===== src/logic/scp_pkg.sv =====
package scp_pkg;
    // Register word indices; each byte address is four times its index.
    localparam logic [7:0] DIVCTL_INDEX = 8'h61;
    localparam logic [7:0] TRIM_INDEX = 8'h66;
    localparam logic [7:0] CFG_INDEX = 8'h70;
    localparam logic [7:0] STATUS_INDEX = 8'h71;
    localparam logic [9:0] DIVCTL_ADDR = {DIVCTL_INDEX, 2'b00};
    localparam logic [9:0] TRIM_ADDR = {TRIM_INDEX, 2'b00};
    localparam logic [9:0] CFG_ADDR = {CFG_INDEX, 2'b00};
    localparam logic [9:0] STATUS_ADDR = {STATUS_INDEX, 2'b00};
    // Field positions.
    localparam int UNLOCK_BIT = 7;
    localparam int TRIM_RANGE_BIT = 7;
    localparam int CFG_ASYNC_EXT_BIT = 0;
    localparam int CFG_TIMER_OSC_BIT = 1;
    localparam int CFG_WAKE_BIT = 2;
    // Values.
    localparam logic [7:0] UNLOCK_VALUE = 8'h80;
    localparam logic [3:0] SOURCE_EXTERNAL = 4'h0;
    localparam logic [3:0] SOURCE_RC = 4'h2;
    localparam logic [3:0] DIV_RESET_PLAIN = 4'h0;
    localparam logic [3:0] DIV_RESET_EIGHT = 4'h3;
    localparam logic [3:0] DIV_MAX_CODE = 4'h8;
    localparam logic [1:0] SUT_RESERVED = 2'h3;
    localparam logic [7:0] TRIM_FACTORY_DEFAULT = 8'h5A; // Arbitrary stand-in for the factory value.
    // Counts in cycles of the 50 MHz master clock.
    localparam int CLOCK_HZ = 50000000;
    localparam int UNLOCK_WINDOW_CYCLES = 4;
    localparam int WAKE_CYCLES = 6;
    localparam int RESET_BASE_CYCLES = 14;
    localparam int DELAY_SHORT_US = 4100;
    localparam int DELAY_LONG_US = 65000;
    localparam int DELAY_SHORT_CYCLES = int'((64'(DELAY_SHORT_US) * 64'(CLOCK_HZ) + 64'd999999) / 64'd1000000);
    localparam int DELAY_LONG_CYCLES = int'((64'(DELAY_LONG_US) * 64'(CLOCK_HZ) + 64'd999999) / 64'd1000000);
    localparam int TIMER_OSC_RATIO = 4;
endpackage


===== src/logic/scp_ripple_div.sv =====
`timescale 1ns/1ps
// Free-running divide counter on the undivided clock; its state is not software visible.
module scp_ripple_div (
    // Clock and reset
    input wire logic mclk_i,
    input wire logic reset_n_i,
    // Count
    output logic [7:0] count_o
);
    always_ff @(posedge mclk_i) begin
        if (!reset_n_i) begin
            count_o <= 8'h00;
        end else begin
            count_o <= count_o + 8'h01;
        end
    end
endmodule


===== src/logic/scp_delay_timer.sv =====
`timescale 1ns/1ps
// Loadable down counter; done_o is high while the count is zero and load_i is low.
module scp_delay_timer (
    // Clock and reset
    input wire logic mclk_i,
    input wire logic reset_n_i,
    // Control
    input wire logic load_i,
    input wire logic [31:0] value_i,
    output logic done_o
);
    logic [31:0] count;

    always_ff @(posedge mclk_i) begin
        if (!reset_n_i) begin
            count <= 32'h0000_0000;
        end else if (load_i) begin
            count <= value_i;
        end else if (count != 32'h0000_0000) begin
            count <= count - 32'h0000_0001;
        end
    end

    assign done_o = (count == 32'h0000_0000) && !load_i;
endmodule


===== src/logic/scp_clock_control.sv =====
`timescale 1ns/1ps
// Summary of operation
// Source fuse code 0000 selects external clock input, 0 to 20 MHz.
// External clock wake from power-down or power-save waits 6 cycles.
// Reset delay by start-up fuses: 14, 14+4.1ms, 14+65ms, 11 reserved.
// External source never changes frequency over 2% cycle to cycle.
// Frequency changes over 2% happen only while held in reset.
// Timer oscillator needs system clock at least four times its rate.
// Timer oscillator usable only with the internal RC oscillator selected.
// External clock on timer pin one only when async input enable is 1.
// Clock-out fuse drives system clock on output pin, even during reset; here the pin is enabled in reset but sysclk is held low.
// Clock output pin carries the divided clock.
// Division applies to CPU, I/O and flash clock domains, any source.
// Setting change gives no glitch and no period shorter than both settings.
// New rate active after one old plus one or two new periods.
// Prescaler counts on the undivided clock; count not software readable.
// Software starts a change by writing 0x80.
// Within four cycles software writes the new select value, unlock zero.
// Software keeps interrupts off across the two-step change.
// Unlock bit sets only when all other bits are written zero.
// Unlock clears after four cycles or on select write; select needs unlock.
// Rewriting unlock in the window neither restarts nor clears it.
// Trim register loads factory value at reset; software may overwrite.
// Trim bit 7 picks range; bits 6:0 tune low to high.
// Software keeps trim at or below 8.8 MHz during nonvolatile writes.
// Select codes 0000 to 1000 divide by 1 to 256; rest reserved; here code 0000 gives a 2-cycle period, as 0001 does.
// Select resets to 0011 with divide-by-eight fuse, else 0000.
// Fuse inputs are sampled at reset and held during operation.
module scp_clock_control (
    // Clock and reset
    input wire logic mclk_i,
    input wire logic reset_n_i,
    // APB slave
    input wire logic psel_i,
    input wire logic penable_i,
    input wire logic pwrite_i,
    input wire logic [11:0] paddr_i,
    input wire logic [31:0] pwdata_i,
    output logic [31:0] prdata_o,
    output logic pready_o,
    output logic pslverr_o,
    // Fuses
    input wire logic [3:0] source_choice_fuses_i,
    input wire logic [1:0] startup_delay_fuses_i,
    input wire logic clock_out_fuse_i,
    input wire logic divide_by_eight_fuse_i,
    // Pins
    input wire logic timer_osc_pin_one_i,
    // Power management
    input wire logic wake_request_i,
    // Clock domains
    output logic cpu_clock_domain_o,
    output logic io_clock_domain_o,
    output logic flash_clock_domain_o,
    output logic sysclk_out_pin_o,
    output logic sysclk_out_pin_oe_o,
    output logic core_hold_o,
    output logic timer_osc_clock_o,
    output logic timer_osc_enabled_o,
    output logic external_source_o,
    output logic [7:0] rc_trim_o
);
    typedef enum logic [1:0] {
        SCP_RESET_WAIT,
        SCP_RUN,
        SCP_WAKE_WAIT,
        SCP_FAULT
    } scp_state_e;

    // Fuse copies and register fields.
    scp_state_e state;
    logic [3:0] source_choice;
    logic [1:0] startup_delay;
    logic clock_out_en;
    logic fuses_taken;
    logic [3:0] divider_select;
    logic divider_change_unlock;
    logic [2:0] unlock_count;
    logic [7:0] rc_trim_reg;
    logic async_ext_input_enable;
    logic timer_osc_request;

    // Divider state.
    logic [3:0] active_select;
    logic [7:0] div_count;
    logic [7:0] div_mask;
    logic sysclk;

    // Synchroniser stages.
    logic tosc_meta;
    logic tosc_sync;
    logic wake_meta;
    logic wake_sync;
    logic wake_prev;

    // Start-up timer.
    logic timer_load;
    logic [31:0] timer_value;
    logic timer_done;

    // Bus decode.
    logic apb_write;
    logic apb_read;
    logic [9:0] word_addr;
    logic addr_hit;
    logic [7:0] wbyte;
    logic [31:0] next_rdata;

    assign apb_write = psel_i && penable_i && pwrite_i;
    assign apb_read = psel_i && penable_i && !pwrite_i;
    assign word_addr = paddr_i[11:2];
    assign wbyte = pwdata_i[7:0];
    assign addr_hit = (word_addr == scp_pkg::DIVCTL_ADDR[9:0] >> 2) || (word_addr == scp_pkg::TRIM_ADDR >> 2)
        || (word_addr == scp_pkg::CFG_ADDR >> 2) || (word_addr == scp_pkg::STATUS_ADDR >> 2);
    // No wait state is ever inserted.
    assign pready_o = 1'b1;
    assign pslverr_o = psel_i && penable_i && !addr_hit;

    // Fuses are caught once after reset release and then held.
    always_ff @(posedge mclk_i) begin
        if (!reset_n_i) begin
            fuses_taken <= 1'b0;
            source_choice <= scp_pkg::SOURCE_RC;
            startup_delay <= 2'h0;
            clock_out_en <= 1'b0;
        end else if (!fuses_taken) begin
            fuses_taken <= 1'b1;
            source_choice <= source_choice_fuses_i;
            startup_delay <= startup_delay_fuses_i;
            clock_out_en <= clock_out_fuse_i;
        end
    end

    // Two-flop synchronisers for the timer pin and the wake request.
    // Only the second stages and the wake_prev copy of wake_sync feed logic.
    always_ff @(posedge mclk_i) begin
        if (!reset_n_i) begin
            tosc_meta <= 1'b0;
            tosc_sync <= 1'b0;
            wake_meta <= 1'b0;
            wake_sync <= 1'b0;
            wake_prev <= 1'b0;
        end else begin
            tosc_meta <= timer_osc_pin_one_i;
            tosc_sync <= tosc_meta;
            wake_meta <= wake_request_i;
            wake_sync <= wake_meta;
            wake_prev <= wake_sync;
        end
    end

    // Unlock bit and its four-cycle window; the guarded select field follows.
    always_ff @(posedge mclk_i) begin
        if (!reset_n_i) begin
            divider_change_unlock <= 1'b0;
            unlock_count <= 3'h0;
        end else if (apb_write && word_addr == (scp_pkg::DIVCTL_ADDR >> 2) && divider_change_unlock
                     && !wbyte[scp_pkg::UNLOCK_BIT]) begin
            divider_change_unlock <= 1'b0;
            unlock_count <= 3'h0;
        end else if (apb_write && word_addr == (scp_pkg::DIVCTL_ADDR >> 2) && !divider_change_unlock
                     && wbyte == scp_pkg::UNLOCK_VALUE) begin
            divider_change_unlock <= 1'b1;
            unlock_count <= 3'(scp_pkg::UNLOCK_WINDOW_CYCLES - 1);
        end else if (divider_change_unlock) begin
            // A repeated unlock write lands here.

            if (unlock_count == 3'h0) begin
                divider_change_unlock <= 1'b0;
            end else begin
                unlock_count <= unlock_count - 3'h1;
            end
        end
    end

    // Fuse reset value loads on the fuse-catch edge.
    always_ff @(posedge mclk_i) begin
        if (!reset_n_i) begin
            divider_select <= scp_pkg::DIV_RESET_PLAIN;
        end else if (!fuses_taken) begin
            divider_select <= divide_by_eight_fuse_i ? scp_pkg::DIV_RESET_EIGHT : scp_pkg::DIV_RESET_PLAIN;
        end else if (apb_write && word_addr == (scp_pkg::DIVCTL_ADDR >> 2) && divider_change_unlock
                     && !wbyte[scp_pkg::UNLOCK_BIT]) begin
            divider_select <= wbyte[3:0];
        end
    end

    // Trim register; the configuration bits follow.
    always_ff @(posedge mclk_i) begin
        if (!reset_n_i) begin
            rc_trim_reg <= scp_pkg::TRIM_FACTORY_DEFAULT;
        end else if (apb_write && word_addr == (scp_pkg::TRIM_ADDR >> 2)) begin
            rc_trim_reg <= wbyte;
        end
    end

    // Timer oscillator controls.
    always_ff @(posedge mclk_i) begin
        if (!reset_n_i) begin
            async_ext_input_enable <= 1'b0;
            timer_osc_request <= 1'b0;
        end else if (apb_write && word_addr == (scp_pkg::CFG_ADDR >> 2)) begin
            async_ext_input_enable <= wbyte[scp_pkg::CFG_ASYNC_EXT_BIT];
            timer_osc_request <= wbyte[scp_pkg::CFG_TIMER_OSC_BIT];
        end
    end

    // Rate change: the new select is adopted where the count bits under the old mask are all ones, which is the
    // end of an old divided period, or any cycle while the old select is 0; the new divider's alignment is not checked.
    scp_ripple_div u_div (
        .mclk_i(mclk_i),
        .reset_n_i(reset_n_i),
        .count_o(div_count)
    );

    // Mask of the count bits that span one divided period.
    always_comb begin
        div_mask = 8'h00;
        if (active_select != 4'h0) begin
            div_mask = 8'(({8'h00, 1'b1} << active_select) - 9'h001);
        end
    end

    // Reserved codes are kept for readback but never reach the divider.
    always_ff @(posedge mclk_i) begin
        if (!reset_n_i) begin
            active_select <= scp_pkg::DIV_RESET_PLAIN;
        end else if (active_select != divider_select && divider_select <= scp_pkg::DIV_MAX_CODE
                     && (div_count & div_mask) == div_mask) begin
            active_select <= divider_select;
        end
    end

    // Divided clock: high for the first half of each divided period.
    always_ff @(posedge mclk_i) begin
        if (!reset_n_i) begin
            sysclk <= 1'b0;
        end else if (active_select == 4'h0) begin
            // Half the master rate: toggles every cycle, as select 1 does.
            sysclk <= ~sysclk;
        end else if ((div_count & div_mask) == div_mask) begin
            sysclk <= 1'b1;
        end else if ((div_count & div_mask) == (div_mask >> 1)) begin
            sysclk <= 1'b0;
        end
    end

    // Start-up sequencing.
    // Fuse catch loads the reset delay; a wake edge in SCP_RUN loads WAKE_CYCLES.
    always_comb begin
        timer_load = 1'b0;
        timer_value = 32'h0000_0000;
        if (state == SCP_RESET_WAIT && !fuses_taken) begin
            timer_load = 1'b1;
            unique case (startup_delay_fuses_i)
                2'h0: timer_value = 32'(scp_pkg::RESET_BASE_CYCLES);
                2'h1: timer_value = 32'(scp_pkg::RESET_BASE_CYCLES + scp_pkg::DELAY_SHORT_CYCLES);
                2'h2: timer_value = 32'(scp_pkg::RESET_BASE_CYCLES + scp_pkg::DELAY_LONG_CYCLES);
                2'h3: timer_value = 32'h0000_0000;
            endcase
        end else if (state == SCP_RUN && wake_sync && !wake_prev) begin
            timer_load = 1'b1;
            timer_value = 32'(scp_pkg::WAKE_CYCLES);
        end
    end

    // One timer serves both the reset delay and the wake delay.
    scp_delay_timer u_timer (
        .mclk_i(mclk_i),
        .reset_n_i(reset_n_i),
        .load_i(timer_load),
        .value_i(timer_value),
        .done_o(timer_done)
    );

    // Core hold sequencing: start delay, run, wake delay, or a stuck hold.
    always_ff @(posedge mclk_i) begin
        if (!reset_n_i) begin
            state <= SCP_RESET_WAIT;
        end else begin
            unique case (state)
                SCP_RESET_WAIT: begin
                    if (fuses_taken && startup_delay == scp_pkg::SUT_RESERVED) begin
                        state <= SCP_FAULT;
                    end else if (fuses_taken && timer_done) begin
                        state <= SCP_RUN;
                    end
                end
                SCP_RUN: begin
                    if (timer_load) begin
                        state <= SCP_WAKE_WAIT;
                    end
                end
                SCP_WAKE_WAIT: begin
                    if (timer_done) begin
                        state <= SCP_RUN;
                    end
                end
                SCP_FAULT: begin
                    // Only a new reset leaves this state.
                    state <= SCP_FAULT;
                end
            endcase
        end
    end

    // Read mux; the divider count itself is never readable.
    always_comb begin
        next_rdata = 32'h0000_0000;
        if (word_addr == (scp_pkg::DIVCTL_ADDR >> 2)) begin
            next_rdata = {24'h00_0000, divider_change_unlock, 3'h0, divider_select};
        end else if (word_addr == (scp_pkg::TRIM_ADDR >> 2)) begin
            next_rdata = {24'h00_0000, rc_trim_reg};
        end else if (word_addr == (scp_pkg::CFG_ADDR >> 2)) begin
            next_rdata = {30'h0000_0000, timer_osc_request, async_ext_input_enable};
        end else if (word_addr == (scp_pkg::STATUS_ADDR >> 2)) begin
            next_rdata = {24'h00_0000, active_select, 1'b0, state == SCP_WAKE_WAIT, timer_osc_enabled_o,
                external_source_o};
        end
    end

    // Read data is caught in the setup cycle.
    always_ff @(posedge mclk_i) begin
        if (!reset_n_i) begin
            prdata_o <= 32'h0000_0000;
        end else if (psel_i && !penable_i && !pwrite_i) begin
            prdata_o <= next_rdata;
        end
    end

    // Clock gating and pin outputs.
    logic running;
    assign running = (state == SCP_RUN);
    assign external_source_o = (source_choice == scp_pkg::SOURCE_EXTERNAL);
    assign timer_osc_enabled_o = timer_osc_request && (source_choice == scp_pkg::SOURCE_RC);
    assign timer_osc_clock_o = timer_osc_enabled_o && async_ext_input_enable && tosc_sync;
    assign cpu_clock_domain_o = sysclk && running;
    assign io_clock_domain_o = sysclk && running;
    assign flash_clock_domain_o = sysclk && running;
    assign sysclk_out_pin_o = sysclk;
    // Until the fuses are caught, the raw clock-out fuse claims the pin.
    assign sysclk_out_pin_oe_o = clock_out_en || (!fuses_taken && clock_out_fuse_i);
    assign core_hold_o = !running;
    assign rc_trim_o = rc_trim_reg;
endmodule


===== config.mk =====
export PLATFORM = sky130hd
export DESIGN_NAME = scp_clock_control
export DESIGN_NICKNAME = d
export VERILOG_FILES = /design/src/logic/scp_pkg.sv /design/src/logic/scp_ripple_div.sv /design/src/logic/scp_delay_timer.sv /design/src/logic/scp_clock_control.sv
export SDC_FILE = /design/constraint.sdc
export NUM_CORES = 1
export LEC_CHECK = 0
export BUFFER_PORTS_ARGS = -buffer_cell sky130_fd_sc_hd__buf_2
export CORE_MARGIN = 4
export CORE_UTILIZATION = 61
export CTS_BUF_LIST = sky130_fd_sc_hd__clkbuf_4 sky130_fd_sc_hd__clkbuf_8
export DETAILED_ROUTE_END_ITERATION = 16
export GPL_ROUTABILITY_DRIVEN = 0
export PLACE_DENSITY = 0.88
export SLEW_MARGIN = 5
export SYNTH_ARGS = -nofsm -noshare
export SYNTH_HDL_FRONTEND = slang
export SYNTH_HIERARCHICAL = 1
export SYNTH_SLANG_ARGS = --single-unit

===== constraint.sdc =====
create_clock -name mclk_i -period 4.24 [get_ports mclk_i]
set_input_delay 0.424 -clock mclk_i [delete_from_list [all_inputs] [get_ports mclk_i]]
set_output_delay 0.424 -clock mclk_i [all_outputs]
set_load 0.01 [all_outputs]

==> impl_metrics.env <==
export IMPL_dpl_cell_area_um2=5320
export IMPL_path_class="flip-flop to flip-flop"
export IMPL_netlist_area_leader_share_pct=34.0
export IMPL_die_h_um=99.1
export IMPL_clk_pin_slew_ns=0.10
export IMPL_synth_area_um2=5060
export IMPL_cts_resized=0
export IMPL_num_rows=32
export IMPL_clock_latency_ns=0.37
export IMPL_worst_ep_required_time_ns=4.47
export IMPL_outcome="finished clean"
export IMPL_ys_flop_type="dfxtp_1"
export IMPL_track_usage_pct=23.2
export IMPL_grt_overflow=0
export IMPL_regArea_um2=1720
export IMPL_synth_top_family_by_area="simple AND/OR/NAND/NOR gates"
export IMPL_drv_slew=0
export IMPL_fp_dieW_um=99.1
export IMPL_fin_nets=719
export IMPL_synthAdderAreaFrac_pct=2.23
export IMPL_diodes=0
export IMPL_viasPerCell=5.91
export IMPL_antenna_left=0
export IMPL_wirelength_um=11500
export IMPL_hpwlAfterDp_um=8010
export IMPL_start_util_pct=64.1
export IMPL_rsz0062_at_grt="no"
export IMPL_antenna_found_initial=0
export IMPL_synth_distinct_cells=73
export IMPL_synthSimpleGateAreaFrac_pct=31.1
export IMPL_ir_worst_vdd_mv=0.252
export IMPL_max_freq_mhz=311
export IMPL_drcViolationCount=0
export IMPL_drv_cap=0
export IMPL_postCtsHoldBufs=0
export IMPL_cts_sinks=86
export IMPL_synth_cells=593
export IMPL_synthArstFlopShare_pct=0
export IMPL_yosysSeqAreaShare_pct=34.0
export IMPL_synth_edf_count=0
export IMPL_worstHoldPathType="input port to flip-flop"
export IMPL_drtIter0Drc=222
export IMPL_fin_area_um2=5520
export IMPL_cts_tree="yes"
export IMPL_num_vias=4476
export IMPL_ctsLongestPathBuffers=2
export IMPL_synth_compound_area_share_pct=14.3
export IMPL_syn_mean_instance_area_um2=8.53
export IMPL_ctsRootBufferMaster="clkbuf_8"
export IMPL_yosysMostFrequentCell="dfxtp_1"
export IMPL_wl_per_cell_um=15.2
export IMPL_cts_setup_buffers=0
export IMPL_drive_gt1_share_pct=16.9
export IMPL_relSlewSlack_pct=25.1
export IMPL_hold_violations=0
export IMPL_yosys_top_cells_area="dfxtp_1 34%, mux2i_1 5.5%, buf_4 4.2%, nand2_1 3.9%, xnor2_1 3.6%"
export IMPL_multi_input_area_um2=3100
export IMPL_first_pass_iters=5
export IMPL_critPathArrivalTime_ns=3.45
export IMPL_port_buffers=58
export IMPL_power_density_nw_per_um2=373
export IMPL_htreeDepth=3
export IMPL_grt_pass1_vias=4290
export IMPL_crit_path_end_kind="flip-flop"
export IMPL_cp_max_fo=16
export IMPL_yosys_warnings=6
export IMPL_core_area_um2=7890
export IMPL_setup_viol=0
export IMPL_setup_tns_final_ns=0
export IMPL_ios=110
export IMPL_synth_top_cell_by_area="dfxtp_1"
export IMPL_fin_crit_sh_pct=76.0
export IMPL_p_leak_nw=2.27
export IMPL_fillCellCount=598
export IMPL_tightest_slew_ns=1.12
export IMPL_synth_xor_area_share_pct=4.85
export IMPL_start_kind="flip-flop"
export IMPL_synth_mux_area_fraction_pct=5.76
export IMPL_ys_ff_latch=86
export IMPL_grt_max_degree=72
export IMPL_area_growth_pct=9.15
export IMPL_die_area_um2=9810
export IMPL_min_period_ns=3.22
export IMPL_synthTopCellsByCount="86 x dfxtp_1, 53 x nand2_1, 45 x nor2_1"
export IMPL_fin_skew_ns=0.0118
export IMPL_grt_pass1_wl_um=19100
export IMPL_cts_buffers=9
[path summary, 6_finish.rpt]
kind                                  from          endpoint  slack (ns)  cells after the start
setup reg to reg          active_select[3]  sysclk_out_pin_o        1.02                      8
hold reg to reg                  wake_meta         wake_sync        0.44                      1
setup / recovery          active_select[3]  sysclk_out_pin_o        1.02                      8
hold / removal    source_choice_fuses_i[1]  source_choice[1]        0.25                      3
[logic make-up (layout without fill, tap and decap cells)]
| family | Yosys count | after routing |
|---|---|---|
| other cells | 2 | 41 |
| fa+ha+maj | 9 | 9 |
| mux | 29 | 29 |
| flops | 86 | 86 |
| compound gates | 109 | 109 |
| xor+xnor | 28 | 28 |
| simple gates | 262 | 262 |
| buf+inv | 68 | 92 |
[sequential cells by signal, indices dropped and copies added, names as in the netlist, 2 cells and up]
name and flops:
u_timer/count 32, prdata_o 8, rc_trim_o 8, u_div/count_o 8, active_select 4, divider_select 4, source_choice 4, unlock_count 3
startup_delay 2, state 2
[per-layer routing]
metal  GRT usage [%]  wire length, um  vias up
met5               0                0        -
met4            9.56              262        0
met3            3.61              753       36
met2            40.6             5710      174
met1            28.3             4760     2095
li1                -                -     2171
[worst max-delay path, stage by stage (launching register included)]
cell and delay, ns:
dfxtp_1 0.47, or3_1 0.50, nand2b_1 0.24, ha_1 0.35
and2_1 0.23, a221oi_1 0.27, mux2_2 0.38, a2111oi_0 0.47
o211ai_1 0.18
[layout by cell type, fill, tap and decap left out, types with 4 or more instances in the layout]
cell / n
mux2i_1: 28
ha_1: 9
a31oi_1: 4
nor2_1: 45
nand2b_1: 12
a21oi_1: 30
nand3_1: 24
a211oi_1: 5
xor2_1: 7
inv_1: 15
a21boi_0: 6
conb_1: 41
dfxtp_1: 86
buf_2: 58
nor3b_1: 6
nor4_1: 12
nor4_4: 6
a211oi_2: 5
xnor2_1: 21
nor2b_1: 17
o21ai_0: 24
or4_1: 8
or2_2: 6
or3_1: 9
and2_1: 15
clkbuf_8: 9
nand4_1: 6
nand2_1: 53
nor3_1: 11
[power breakdown]
group / switching [mW] / internal [mW]
Combinational: 0.317 / 0.230
Clock: 0.342 / 0.233
Sequential: 0.0804 / 0.858
[through the flow]
step | setup WS (ns) | power (mW) | utilization [%] | hold slack, ns | cells
final | 1.02 | 2.06 | 70.0 | 0.254 | 758
after global routing | 0.948 | 2.17 | 70.0 | 0.273 | 758
after CTS | 1.10 | 2.06 | 70.0 | 0.244 | 758
after detailed placement | 1.22 | 1.48 | 67.4 | 0.423 | 742
after global placement | 1.26 | 1.45 | 67.4 | 0.415 | 742
after floorplan | 1.60 | 1.38 | - | 0.412 | 632
[layout make-up]
class	instances	share of cell area, %
clock buffer	9	2.24
clock inverter	7	1.38
inverter	15	1.02
multi-input combinational	478	56.2
sequential	86	31.2
tap	102	2.31
timing repair buffer	61	5.67
No activity file was read; power rests on OpenSTA's default activity.
